$ cat src/fcp_pkg.sv
// Constants, types and register map of the four-channel modulator
package fcp_pkg;
	localparam int AW = 10;
	localparam int DW = 16;
	localparam int BW = 8;
	localparam int NREG = 10;
	// Register indexes; byte address is four times the index
	localparam logic [7:0] IDX_DUTY0 = 8'h90;
	localparam logic [7:0] IDX_CYC0 = 8'h94;
	localparam logic [7:0] IDX_CNT0 = 8'h96;
	localparam logic [7:0] IDX_CTRL_A = 8'h98;
	localparam logic [7:0] IDX_SPEED = 8'h99;
	// Reset values
	localparam logic [7:0] BYTE_RST = 8'h00;
	localparam logic [7:0] CTRL_A_RST = 8'h00;
	localparam logic [7:0] SPEED_RST = 8'hFE;
	// Time-base prescaler last counts for the half and quarter rates
	localparam logic [1:0] TB_HALF_LAST = 2'h1;
	localparam logic [1:0] TB_QUARTER_LAST = 2'h3;
	// Counter clock select codes
	typedef enum logic [1:0] {CKS_CORE, CKS_TB_HALF, CKS_TB_QUARTER, CKS_ALT} fcp_cks_type;
	// Control register A fields, bit 7 down to bit 0
	typedef struct packed {
		logic irq1_cause_sel;
		fcp_cks_type clk_sel_1;
		logic run_counter_1;
		logic irq0_cause_sel;
		fcp_cks_type clk_sel_0;
		logic run_counter_0;
	} fcp_ctrl_type;
	// Register port request
	typedef struct packed {
		logic [AW-1:0] addr;
		logic [DW-1:0] wdata;
		logic wr;
		logic rd;
		logic wide;
	} fcp_bus_req_type;
endpackage : fcp_pkg

$ cat src/fcp_counter.sv
// Reloading up-counter shared by two channels
`timescale 1ns/1ps
module fcp_counter #(
	parameter int W = 8
) (
	// Clock and reset
	input wire logic clk_sys,
	input wire logic nrst,
	// Count control
	input wire logic tick,
	input wire logic run,
	// Software load
	input wire logic load,
	input wire logic [W-1:0] load_val,
	input wire logic [W-1:0] cycle,
	// Count state
	output logic [W-1:0] cnt_q,
	output logic ovf
);
	logic full;

	// All ones means the next tick wraps
	assign full = &cnt_q;
	assign ovf = tick & run & full;

	// Load, reload on wrap, else count up
	always_ff @(posedge clk_sys or negedge nrst) begin
		if (!nrst) begin
			cnt_q <= W'(fcp_pkg::BYTE_RST);
		end else if (load) begin
			cnt_q <= load_val;
		end else if (ovf) begin
			cnt_q <= cycle;
		end else if (tick & run) begin
			cnt_q <= cnt_q + 1'b1;
		end
	end
endmodule : fcp_counter

$ cat src/fcp_pwm_top.sv
// Four-channel modulator: registers, clock select, counters, outputs
//
// Our own choice: the plain strobed port.
`timescale 1ns/1ps
module fcp_pwm_top (
	// Clock and reset
	input wire logic clk_sys,
	input wire logic nrst,
	// Register port
	input wire fcp_pkg::fcp_bus_req_type bus_req,
	output logic [15:0] rd_data,
	// Count sources, one-cycle ticks from local logic
	input wire logic timebase_clock,
	input wire logic timer_nine,
	// Waveform pins, bit n is channel n
	output logic [3:0] wave_out,
	// Interrupt request pulses
	output logic [3:0] irq_req
);
	localparam int NR = fcp_pkg::NREG;
	logic [7:0] idx;
	logic [7:0] duty_q [4];
	logic [7:0] cyc_q [2];
	fcp_pkg::fcp_ctrl_type ctrl_q;
	logic high_speed_sel_q;
	logic [15:0] rd_data_q;
	logic [3:0] wave_q;
	logic [3:0] irq_q;
	logic [1:0] pre_q;
	logic [NR-1:0] we;
	logic [NR-1:0] pair_hit;
	logic [7:0] wb [NR];
	logic [7:0] rb [NR];
	logic [7:0] cnt0;
	logic [7:0] cnt1;
	logic ovf0;
	logic ovf1;
	logic casc;
	logic hs;
	logic run0e;
	logic run1e;
	logic tick0;
	logic tick1;
	logic c0_tick;
	logic c1_tick;
	logic [15:0] pwc16;
	logic [3:0] ch_run;
	logic [3:0] ch_match;
	logic [3:0] ch_ovf;

	// Word index from byte address
	assign idx = bus_req.addr[9:2];

	// Per-register write enables and byte lanes
	for (genvar k = 0; k < NR; k++) begin : g_wr
		localparam logic [7:0] IK = fcp_pkg::IDX_DUTY0 + 8'(k);
		if ((k % 2 == 1) && (k < 8)) begin : g_pair
			assign pair_hit[k] = bus_req.wide & (idx == IK - 8'h01);
		end else begin : g_single
			assign pair_hit[k] = 1'b0;
		end
		assign we[k] = bus_req.wr & ((idx == IK) | pair_hit[k]);
		assign wb[k] = pair_hit[k] ? bus_req.wdata[15:8] : bus_req.wdata[7:0];
	end

	// Duty registers
	always_ff @(posedge clk_sys or negedge nrst) begin
		if (!nrst) begin
			for (int i = 0; i < 4; i++) begin
				duty_q[i] <= fcp_pkg::BYTE_RST;
			end
		end else begin
			for (int i = 0; i < 4; i++) begin
				if (we[i]) begin
					duty_q[i] <= wb[i];
				end
			end
		end
	end

	// Cycle registers, also loaded by a counter write
	always_ff @(posedge clk_sys or negedge nrst) begin
		if (!nrst) begin
			cyc_q[0] <= fcp_pkg::BYTE_RST;
			cyc_q[1] <= fcp_pkg::BYTE_RST;
		end else begin
			for (int i = 0; i < 2; i++) begin
				if (we[6+i]) begin
					cyc_q[i] <= wb[6+i];
				end else if (we[4+i]) begin
					cyc_q[i] <= wb[4+i];
				end
			end
		end
	end

	// Control register A and speed select
	always_ff @(posedge clk_sys or negedge nrst) begin
		if (!nrst) begin
			ctrl_q <= fcp_pkg::fcp_ctrl_type'(fcp_pkg::CTRL_A_RST);
			high_speed_sel_q <= fcp_pkg::SPEED_RST[0];
		end else begin
			if (we[8]) begin
				ctrl_q <= fcp_pkg::fcp_ctrl_type'(wb[8]);
			end
			if (we[9]) begin
				high_speed_sel_q <= wb[9][0];
			end
		end
	end

	// Readback bytes
	assign rb[0] = duty_q[0];
	assign rb[1] = duty_q[1];
	assign rb[2] = duty_q[2];
	assign rb[3] = duty_q[3];
	assign rb[4] = cyc_q[0];
	assign rb[5] = cyc_q[1];
	assign rb[6] = cnt0;
	assign rb[7] = cnt1;
	assign rb[8] = ctrl_q;
	assign rb[9] = {fcp_pkg::SPEED_RST[7:1], high_speed_sel_q};

	// Read data one cycle after the strobe, zero otherwise
	always_ff @(posedge clk_sys or negedge nrst) begin
		if (!nrst) begin
			rd_data_q <= 16'h0000;
		end else begin
			rd_data_q <= 16'h0000;
			if (bus_req.rd) begin
				for (int k = 0; k < NR; k++) begin
					if (idx == fcp_pkg::IDX_DUTY0 + 8'(k)) begin
						rd_data_q[7:0] <= rb[k];
					end
					if ((k % 2 == 1) && (k < 8) && bus_req.wide
						&& (idx == fcp_pkg::IDX_DUTY0 + 8'(k - 1))) begin
						rd_data_q[15:8] <= rb[k];
					end
				end
			end
		end
	end
	assign rd_data = rd_data_q;

	// Time-base prescaler for the half and quarter rates
	always_ff @(posedge clk_sys or negedge nrst) begin
		if (!nrst) begin
			pre_q <= 2'h0;
		end else if (timebase_clock) begin
			pre_q <= pre_q + 2'h1;
		end
	end

	// Count tick for one clock select code
	function automatic logic sel_tick(fcp_pkg::fcp_cks_type cks, logic alt, logic tb,
			logic [1:0] pre);
		logic t;
		t = 1'b0;
		case (cks)
			fcp_pkg::CKS_CORE: t = 1'b1;
			fcp_pkg::CKS_TB_HALF: t = tb & (pre[0] == fcp_pkg::TB_HALF_LAST[0]);
			fcp_pkg::CKS_TB_QUARTER: t = tb & (pre == fcp_pkg::TB_QUARTER_LAST);
			default: t = alt;
		endcase
		return t;
	endfunction : sel_tick

	// Mode and clock routing
	assign casc = (ctrl_q.clk_sel_1 == fcp_pkg::CKS_ALT);
	assign hs = casc & high_speed_sel_q;
	assign run0e = hs ? ctrl_q.run_counter_1 : ctrl_q.run_counter_0;
	assign run1e = ctrl_q.run_counter_1;
	assign tick0 = sel_tick(ctrl_q.clk_sel_0, timer_nine, timebase_clock, pre_q);
	assign tick1 = sel_tick(ctrl_q.clk_sel_1, 1'b0, timebase_clock, pre_q);
	// High speed: upper byte counts fast, its wrap steps the lower byte
	assign c0_tick = hs ? (tick0 & run1e & (&cnt1)) : tick0;
	assign c1_tick = hs ? tick0 : (casc ? (tick0 & run0e & (&cnt0)) : tick1);

	// Counter 0
	fcp_counter #(.W(fcp_pkg::BW)) u_up_counter_0 (
		.clk_sys(clk_sys),
		.nrst(nrst),
		.tick(c0_tick),
		.run(run0e),
		.load(we[6]),
		.load_val(wb[6]),
		.cycle(cyc_q[0]),
		.cnt_q(cnt0),
		.ovf(ovf0)
	);

	// Counter 1
	fcp_counter #(.W(fcp_pkg::BW)) u_up_counter_1 (
		.clk_sys(clk_sys),
		.nrst(nrst),
		.tick(c1_tick),
		.run(run1e),
		.load(we[7]),
		.load_val(wb[7]),
		.cycle(cyc_q[1]),
		.cnt_q(cnt1),
		.ovf(ovf1)
	);

	assign pwc16 = {cnt1, cnt0};

	// Per-channel run, match and wrap events
	for (genvar c = 0; c < 4; c++) begin : g_ch
		if (c % 2 == 0) begin : g_even
			assign ch_run[c] = run0e;
			assign ch_match[c] = c0_tick & run0e & (cnt0 == duty_q[c]);
			assign ch_ovf[c] = ovf0;
		end else begin : g_odd
			logic [15:0] duty16;
			assign duty16 = {duty_q[c], duty_q[c-1]};
			assign ch_run[c] = casc ? (run0e & run1e) : run1e;
			assign ch_match[c] = casc ? (c0_tick & run0e & (pwc16 == duty16))
				: (c1_tick & run1e & (cnt1 == duty_q[c]));
			assign ch_ovf[c] = hs ? ovf0 : ovf1;

			// Output flip-flop of an odd channel
			always_ff @(posedge clk_sys or negedge nrst) begin
				if (!nrst) begin
					wave_q[c] <= 1'b1;
				end else if (!ch_run[c]) begin
					wave_q[c] <= 1'b1;
				end else if (hs) begin
					wave_q[c] <= (pwc16 <= duty16);
				end else if (ch_ovf[c]) begin
					wave_q[c] <= 1'b1;
				end else if (ch_match[c]) begin
					wave_q[c] <= 1'b0;
				end
			end
		end
		if (c % 2 == 0) begin : g_even_out
			// Output flip-flop of an even channel
			always_ff @(posedge clk_sys or negedge nrst) begin
				if (!nrst) begin
					wave_q[c] <= 1'b1;
				end else if (!ch_run[c]) begin
					wave_q[c] <= 1'b1;
				end else if (ch_ovf[c]) begin
					wave_q[c] <= 1'b1;
				end else if (ch_match[c]) begin
					wave_q[c] <= 1'b0;
				end
			end
		end
	end
	assign wave_out = wave_q;

	// Interrupt requests, cause selectable on requests 0 and 1, match only on 2 and 3
	always_ff @(posedge clk_sys or negedge nrst) begin
		if (!nrst) begin
			irq_q <= 4'h0;
		end else begin
			irq_q[0] <= ctrl_q.irq0_cause_sel ? ovf0 : ch_match[0];
			irq_q[1] <= ctrl_q.irq1_cause_sel ? ch_ovf[1] : ch_match[1];
			irq_q[2] <= ch_match[2];
			irq_q[3] <= ch_match[3];
		end
	end
	assign irq_req = irq_q;
endmodule : fcp_pwm_top

$ cat config.mk
export PLATFORM = sky130hd
export DESIGN_NAME = fcp_pwm_top
export DESIGN_NICKNAME = d
export VERILOG_FILES = /design/src/fcp_pkg.sv /design/src/fcp_counter.sv /design/src/fcp_pwm_top.sv
export SDC_FILE = /design/constraint.sdc
export NUM_CORES = 1
export LEC_CHECK = 0
export BUFFER_PORTS_ARGS = -buffer_cell sky130_fd_sc_hd__buf_2
export CORE_MARGIN = 2
export CORE_UTILIZATION = 50
export DETAILED_ROUTE_END_ITERATION = 12
export PLACE_DENSITY = 0.67
export SYNTH_ARGS = -nofsm -noshare
export SYNTH_HDL_FRONTEND = slang
export SYNTH_SLANG_ARGS = --single-unit
export TNS_END_PERCENT = 100
$ cat constraint.sdc
create_clock -name clk_sys -period 4 [get_ports clk_sys]
set_input_delay 0.4 -clock clk_sys [delete_from_list [all_inputs] [get_ports clk_sys]]
set_output_delay 0.4 -clock clk_sys [all_outputs]
set_load 0.02 [all_outputs]
; ---- Yosys cells after proc, flatten, opt, wreduce, memory -nomap -nowiden
; Cells that the tools add are included.
[word_totals]
register_bits = 99
output_inout_bits = 24
word_cells = 156
[op_classes]
addsub = 3
order_cmp = 2
eq_ne = 26
muxes = 55
bitwise_logic = 36
reduce_logical = 12
[ops]
columns = op, count
row1 = $mux 8, 28
row2 = $eq 8x8->1 const B, 10
row3 = $and 1x1->1, 32
row4 = $eq 16x16->1, 2
row5 = $eq 8x8->1, 4
row6 = $le 16x16->1, 2
row7 = $mux 1, 24
row8 = $add 8x1->8 const B, 2
row9 = $mux 16, 1
row10 = $reduce_and 8->1, 2
row11 = $eq 2x2->1 const B, 4
row12 = $ne 4x2->1 const B, 2
row13 = $ne 3x2->1 const B, 2
row14 = $pmux 1 s3, 2
row15 = $reduce_bool 3->1, 2
row16 = $eq 2x1->1 const B, 2
row17 = $logic_and 1x1->1, 4
row18 = $logic_not 2->1, 2
row19 = $or 1x1->1, 4
row20 = $reduce_bool 2->1, 2
row21 = $add 2x1->2 const B, 1

; ---- Longest topological paths before layout
[logic_depth]
depth_word = 14
depth_mapped = 9

; ---- Cells and area by module
; From an unflattened synthesis, not the netlist that was laid out.
[unflattened]
hier_cells = 690
area_unflattened_um2 = 6548.8
[modules_own_cells]
columns = mod, instances, cells_each, area_each_um2
row1 = fcp_pwm_top, 1, 552, 5362.6
row2 = fcp_counter, 2, 69, 593.1

; ---- Least setup slack after synthesis
; No wires, ideal clock.
[synth_timing]
path_type = register to register
from = register u_up_counter_0.cnt_q[1]
to = register u_up_counter_1.cnt_q[2]
arrival_ns = 2.009
required_time_ns = 3.859
path_slack_ns = 1.850
path_stages_with_launch = 9
n_path_buf = 1
path_cell_list = dfrtp_1 -> ha_1 -> and4_1 -> buf_4 -> and4_4 -> a31oi_4 -> or3b_4 -> o31ai_1 -> o22ai_1
[synth_via]
elab_chain_len = 8
elab_cells_between_ends = 9
cone_classes = 4 x mux / 3 x bitwise / 2 x reduce/logical
[synth_lines]
columns = element, line
row1 = "start, declared", fcp_counter.sv:17  ; output logic [W-1:0] cnt_q,
row2 = "start signal, assigned", fcp_counter.sv:29  ; cnt_q <= W'(fcp_pkg::BYTE_RST);
row3 = "start signal, assigned", fcp_counter.sv:31  ; cnt_q <= load_val;
row4 = "start signal, assigned", fcp_counter.sv:33  ; cnt_q <= cycle;
row5 = $reduce_and 8->1 *, fcp_pwm_top.sv:177  ; assign c1_tick = hs ? tick0 : (casc ? (tick0 & run0e & (&cnt0)) : tick1);
row6 = $and 1x1->1 *, fcp_pwm_top.sv:177
row7 = $mux 1 * (2 in a row), fcp_pwm_top.sv:177
row8 = $and 1x1->1 *, "fcp_counter.sv:24, fcp_counter.sv:34"
row9 = $and 1x1->1, fcp_counter.sv:24  ; assign ovf = tick & run & full;
row10 = $mux 8, fcp_counter.sv:32  ; end else if (ovf) begin
row11 = $mux 8, fcp_counter.sv:30  ; end else if (load) begin
row12 = "end signal, assigned", fcp_counter.sv:31
row13 = "end signal, assigned", fcp_counter.sv:33
row14 = "end signal, assigned", fcp_counter.sv:35  ; cnt_q <= cnt_q + 1'b1;
row15 = "end, declared", fcp_counter.sv:17
; Every way passes the cells marked *; elsewhere a longest branch is shown, timed or not.
; A chain may end at the register's enable or synchronous reset.

; ---- Worst setup path after layout
[layout_timing]
from = register u_up_counter_0.cnt_q[1]
to = register u_up_counter_1.cnt_q[1]
; The elaborated chain is that of the path after synthesis.

==> impl_metrics.csv <==
group,metric,value,unit
layout,area_growth,9.56,%
detailed_routing,routed_wl,19500,um
synth,synthesis.nets,777,
detailed_routing,viasPerCell,6.27,
layout,multi_input_area,0.00357,mm2
synth,synth_edf_count,0,
floorplanning,rows,41,
placed_design,dpl.hpwl,14200,um
clock_tree,cts_buffer_depth,2,
clock_tree,cts_resized,0,
layout,drive_above_1_share,0.154,
detailed_routing,ant_nets,0,
min_path,hp-class,"in -> async",
clock_tree,htreeDepth,3,
detailed_routing,firstDrtPassIters,5,
layout,seq_area,0.00248,mm2
clock_tree,clock_sinks,99,
run,cap_violations,0,
power,pwr-share-seq,0.461,
floorplanning,core-area,0.0126,mm2
power,sw_frac_of_total,0.331,
layout,n_antenna_cell,0,
timing,fin_ws,1.38,ns
synth,synth_common_cells,"dfrtp_1, nand2_1, o21ai_0",
layout,instances_no_fill,910,
layout,nets,801,
global_routing,grt_max_degree,74,
clock_tree,clock-root-buffer,"clkbuf_16",
timing,holdWs,0.176,ns
synth,postSynth.asyncResetShare,1.00,
clock_tree,clk_latency,0.36,ns
floorplanning,initial_core_util,0.508,
synth,netlist_top_cells_area,"dfrtp_1, mux2i_1, ha_1",
power,power,2.78,mW
detailed_routing,wl_per_cell,21.4,um
placed_design,io_buffers,54,
clock_tree,postCtsSetupRepairBufs,0,
global_routing,overflow,0,
synth,ys.flop_type,"dfrtp_1",
placed_design,dp_slack,1.21,ns
timing,setup_violations,0,
timing,fin_tns_setup,0,ns
placed_design,gp_congestion,0.959,
timing,slew_viol_final,0,
setup_path,critPathRequiredTime,4.21,ns
synth,netlist.area_leader.share,0.372,
timing,slew_headroom,0.380,
global_routing,grt_pass1_vias,5540,
outcome,status,"finished clean",
synth,synth_most_common_cell,"dfrtp_1",
power,combPwrFrac,0.219,
timing,hold_viol,0,
detailed_routing,drc,0,
floorplanning,dieArea,0.0137,mm2
synth,yosys_register_bits,99,
placed_design,post-place-cells,894,
power,power_switching,0.921,mW
timing,final.period_utilization,0.654,
layout,finish.instance_area,0.00700,mm2
setup_path,crit_type,"reg -> reg",
floorplanning,ios,57,
clock_tree,cts_hold_buf,0,
floorplanning,fp.dieW,117,um
synth,postSynthCellCount,709,
timing,rsz0062_at_grt,"no",
setup_path,cp-end-kind,"flop",
floorplanning,fp.dieH,117,um
clock_tree,cts_buffers,9,
clock_tree,clkTransAtPathRegs,0.07,ns
detailed_routing,num_vias,5710,
power,internal_power,1.86,mW
timing,max_freq,382,MHz
global_routing,grt_use_total,0.305,
synth,synth_cell_types,68,
setup_path,path_max_fanout,12,
timing,finClkSkew,0.00938,ns
clock_tree,cts_tree,"built",
power,power_density,398,mW/mm2
synth,yosysWarningCount,0,
synth,ys_seq_area_frac,0.389,
detailed_routing,drtIter0Drc,443,
global_routing,grt_pass1_wl,30600,um
placed_design,placed_cell_area,0.00670,mm2
power,leakagePower,3.08,nW
setup_path,cp_data_arrival_time,2.83,ns
power,clock_power_share,0.320,
power,vdd.ir_drop.worst,241,uV
layout,final_core_util,0.557,
synth,synth.avg_cell_area,9.01,um2
layout,fillers,1180,
synth,synth_largest_area_cell,"dfrtp_1",
global_routing,antenna_found_initial,0,
setup_path,worstSetupStartpointType,"flop",
timing,tightest_slew,0.923,ns
synth,synth_area,0.00639,mm2
timing,fin_crit,2.62,ns
layout by cell type, fill, tap and decap left out, types with 5 or more instances in the layout:
| master | n |
|---|---|
| a211oi_1 | 8 |
| a21o_1 | 9 |
| a21oi_1 | 57 |
| a22oi_1 | 23 |
| and2_1 | 6 |
| and3_1 | 6 |
| buf_2 | 53 |
| clkbuf_16 | 9 |
| dfrtp_1 | 95 |
| ha_1 | 35 |
| inv_1 | 37 |
| mux2_2 | 28 |
| mux2i_1 | 45 |
| nand2_1 | 76 |
| nand3_1 | 15 |
| nand4_1 | 14 |
| nor2_1 | 49 |
| nor2b_1 | 7 |
| o211ai_1 | 5 |
| o21ai_0 | 63 |
| o21ai_1 | 10 |
| o22ai_1 | 7 |
layer usage:
metal,global-route usage,vias to the layer above,routed length (um)
met2,0.469,282,8810
li1,-,2623,-
met5,0,-,0
met1,0.409,2762,8200
met3,0.0700,43,1800
met4,0.144,0,713
power groups by stage:
stage | combinational [mW] | sequential (mW) | clock, mW
after floorplan | 0.444 | 1.21 | 0
after global placement | 0.570 | 1.29 | 0
after detailed placement | 0.599 | 1.30 | 0
after CTS | 0.604 | 1.28 | 0.899
after global routing | 0.693 | 1.30 | 0.935
final | 0.609 | 1.28 | 0.892
worst paths after layout:
| check | from | end | slack [ns] | depth (start not counted) |
|---|---|---|---|---|
| max reg2reg | u_up_counter_0.cnt_q[1] | u_up_counter_1.cnt_q[1] | 1.38 | 7 |
| min reg2reg | wave_out[0] | wave_out[0] | 0.48 | 2 |
| min | nrst | duty_q[19] | 0.18 | 1 |
| max in group asynchronous | nrst | wave_out[1] | 2.90 | 2 |
| max | u_up_counter_0.cnt_q[1] | u_up_counter_1.cnt_q[1] | 1.38 | 7 |
| min in group clk_sys | timebase_clock | pre_q[0] | 0.30 | 2 |
state kept, by name, indices dropped and copies added (netlist names):
signal,count
ctrl_q,7
cyc_q,16
duty_q,32
high_speed_sel_q,1
irq_req,4
pre_q,2
rd_data,16
run1e,1
u_up_counter_0.cnt_q,8
u_up_counter_1.cnt_q,8
wave_out,4
cell families after synthesis:
logic type,count (synthesis),synth area share
multiplexers,73,0.120
AO/OA/AOI/OAI,219,0.215
adder cells (fa/ha/maj),35,0.0686
buffers and inverters,81,0.0523
XOR/XNOR,2,0.00274
flip-flops,99,0.389
AND/OR/NAND/NOR,200,0.153
area by class of cell:
cell class              instances  share of cell area
clock inverters                 4             0.00697
well taps                     172              0.0308
clock buffers                  12              0.0352
inverters                      37              0.0198
repair buffers                 57              0.0422
multi-input cells             529               0.510
flip-flops and latches         99               0.355
critical path, cell delays in order, from the launching register on:
cell and delay, ns:
dfrtp_1 0.49, ha_1 0.24, and4_1 0.30, and4_4 0.38, a31oi_4 0.15, nor3b_4 0.49
mux2i_1 0.30, mux2i_1 0.12
No activity file was read; power rests on OpenSTA's default activity.
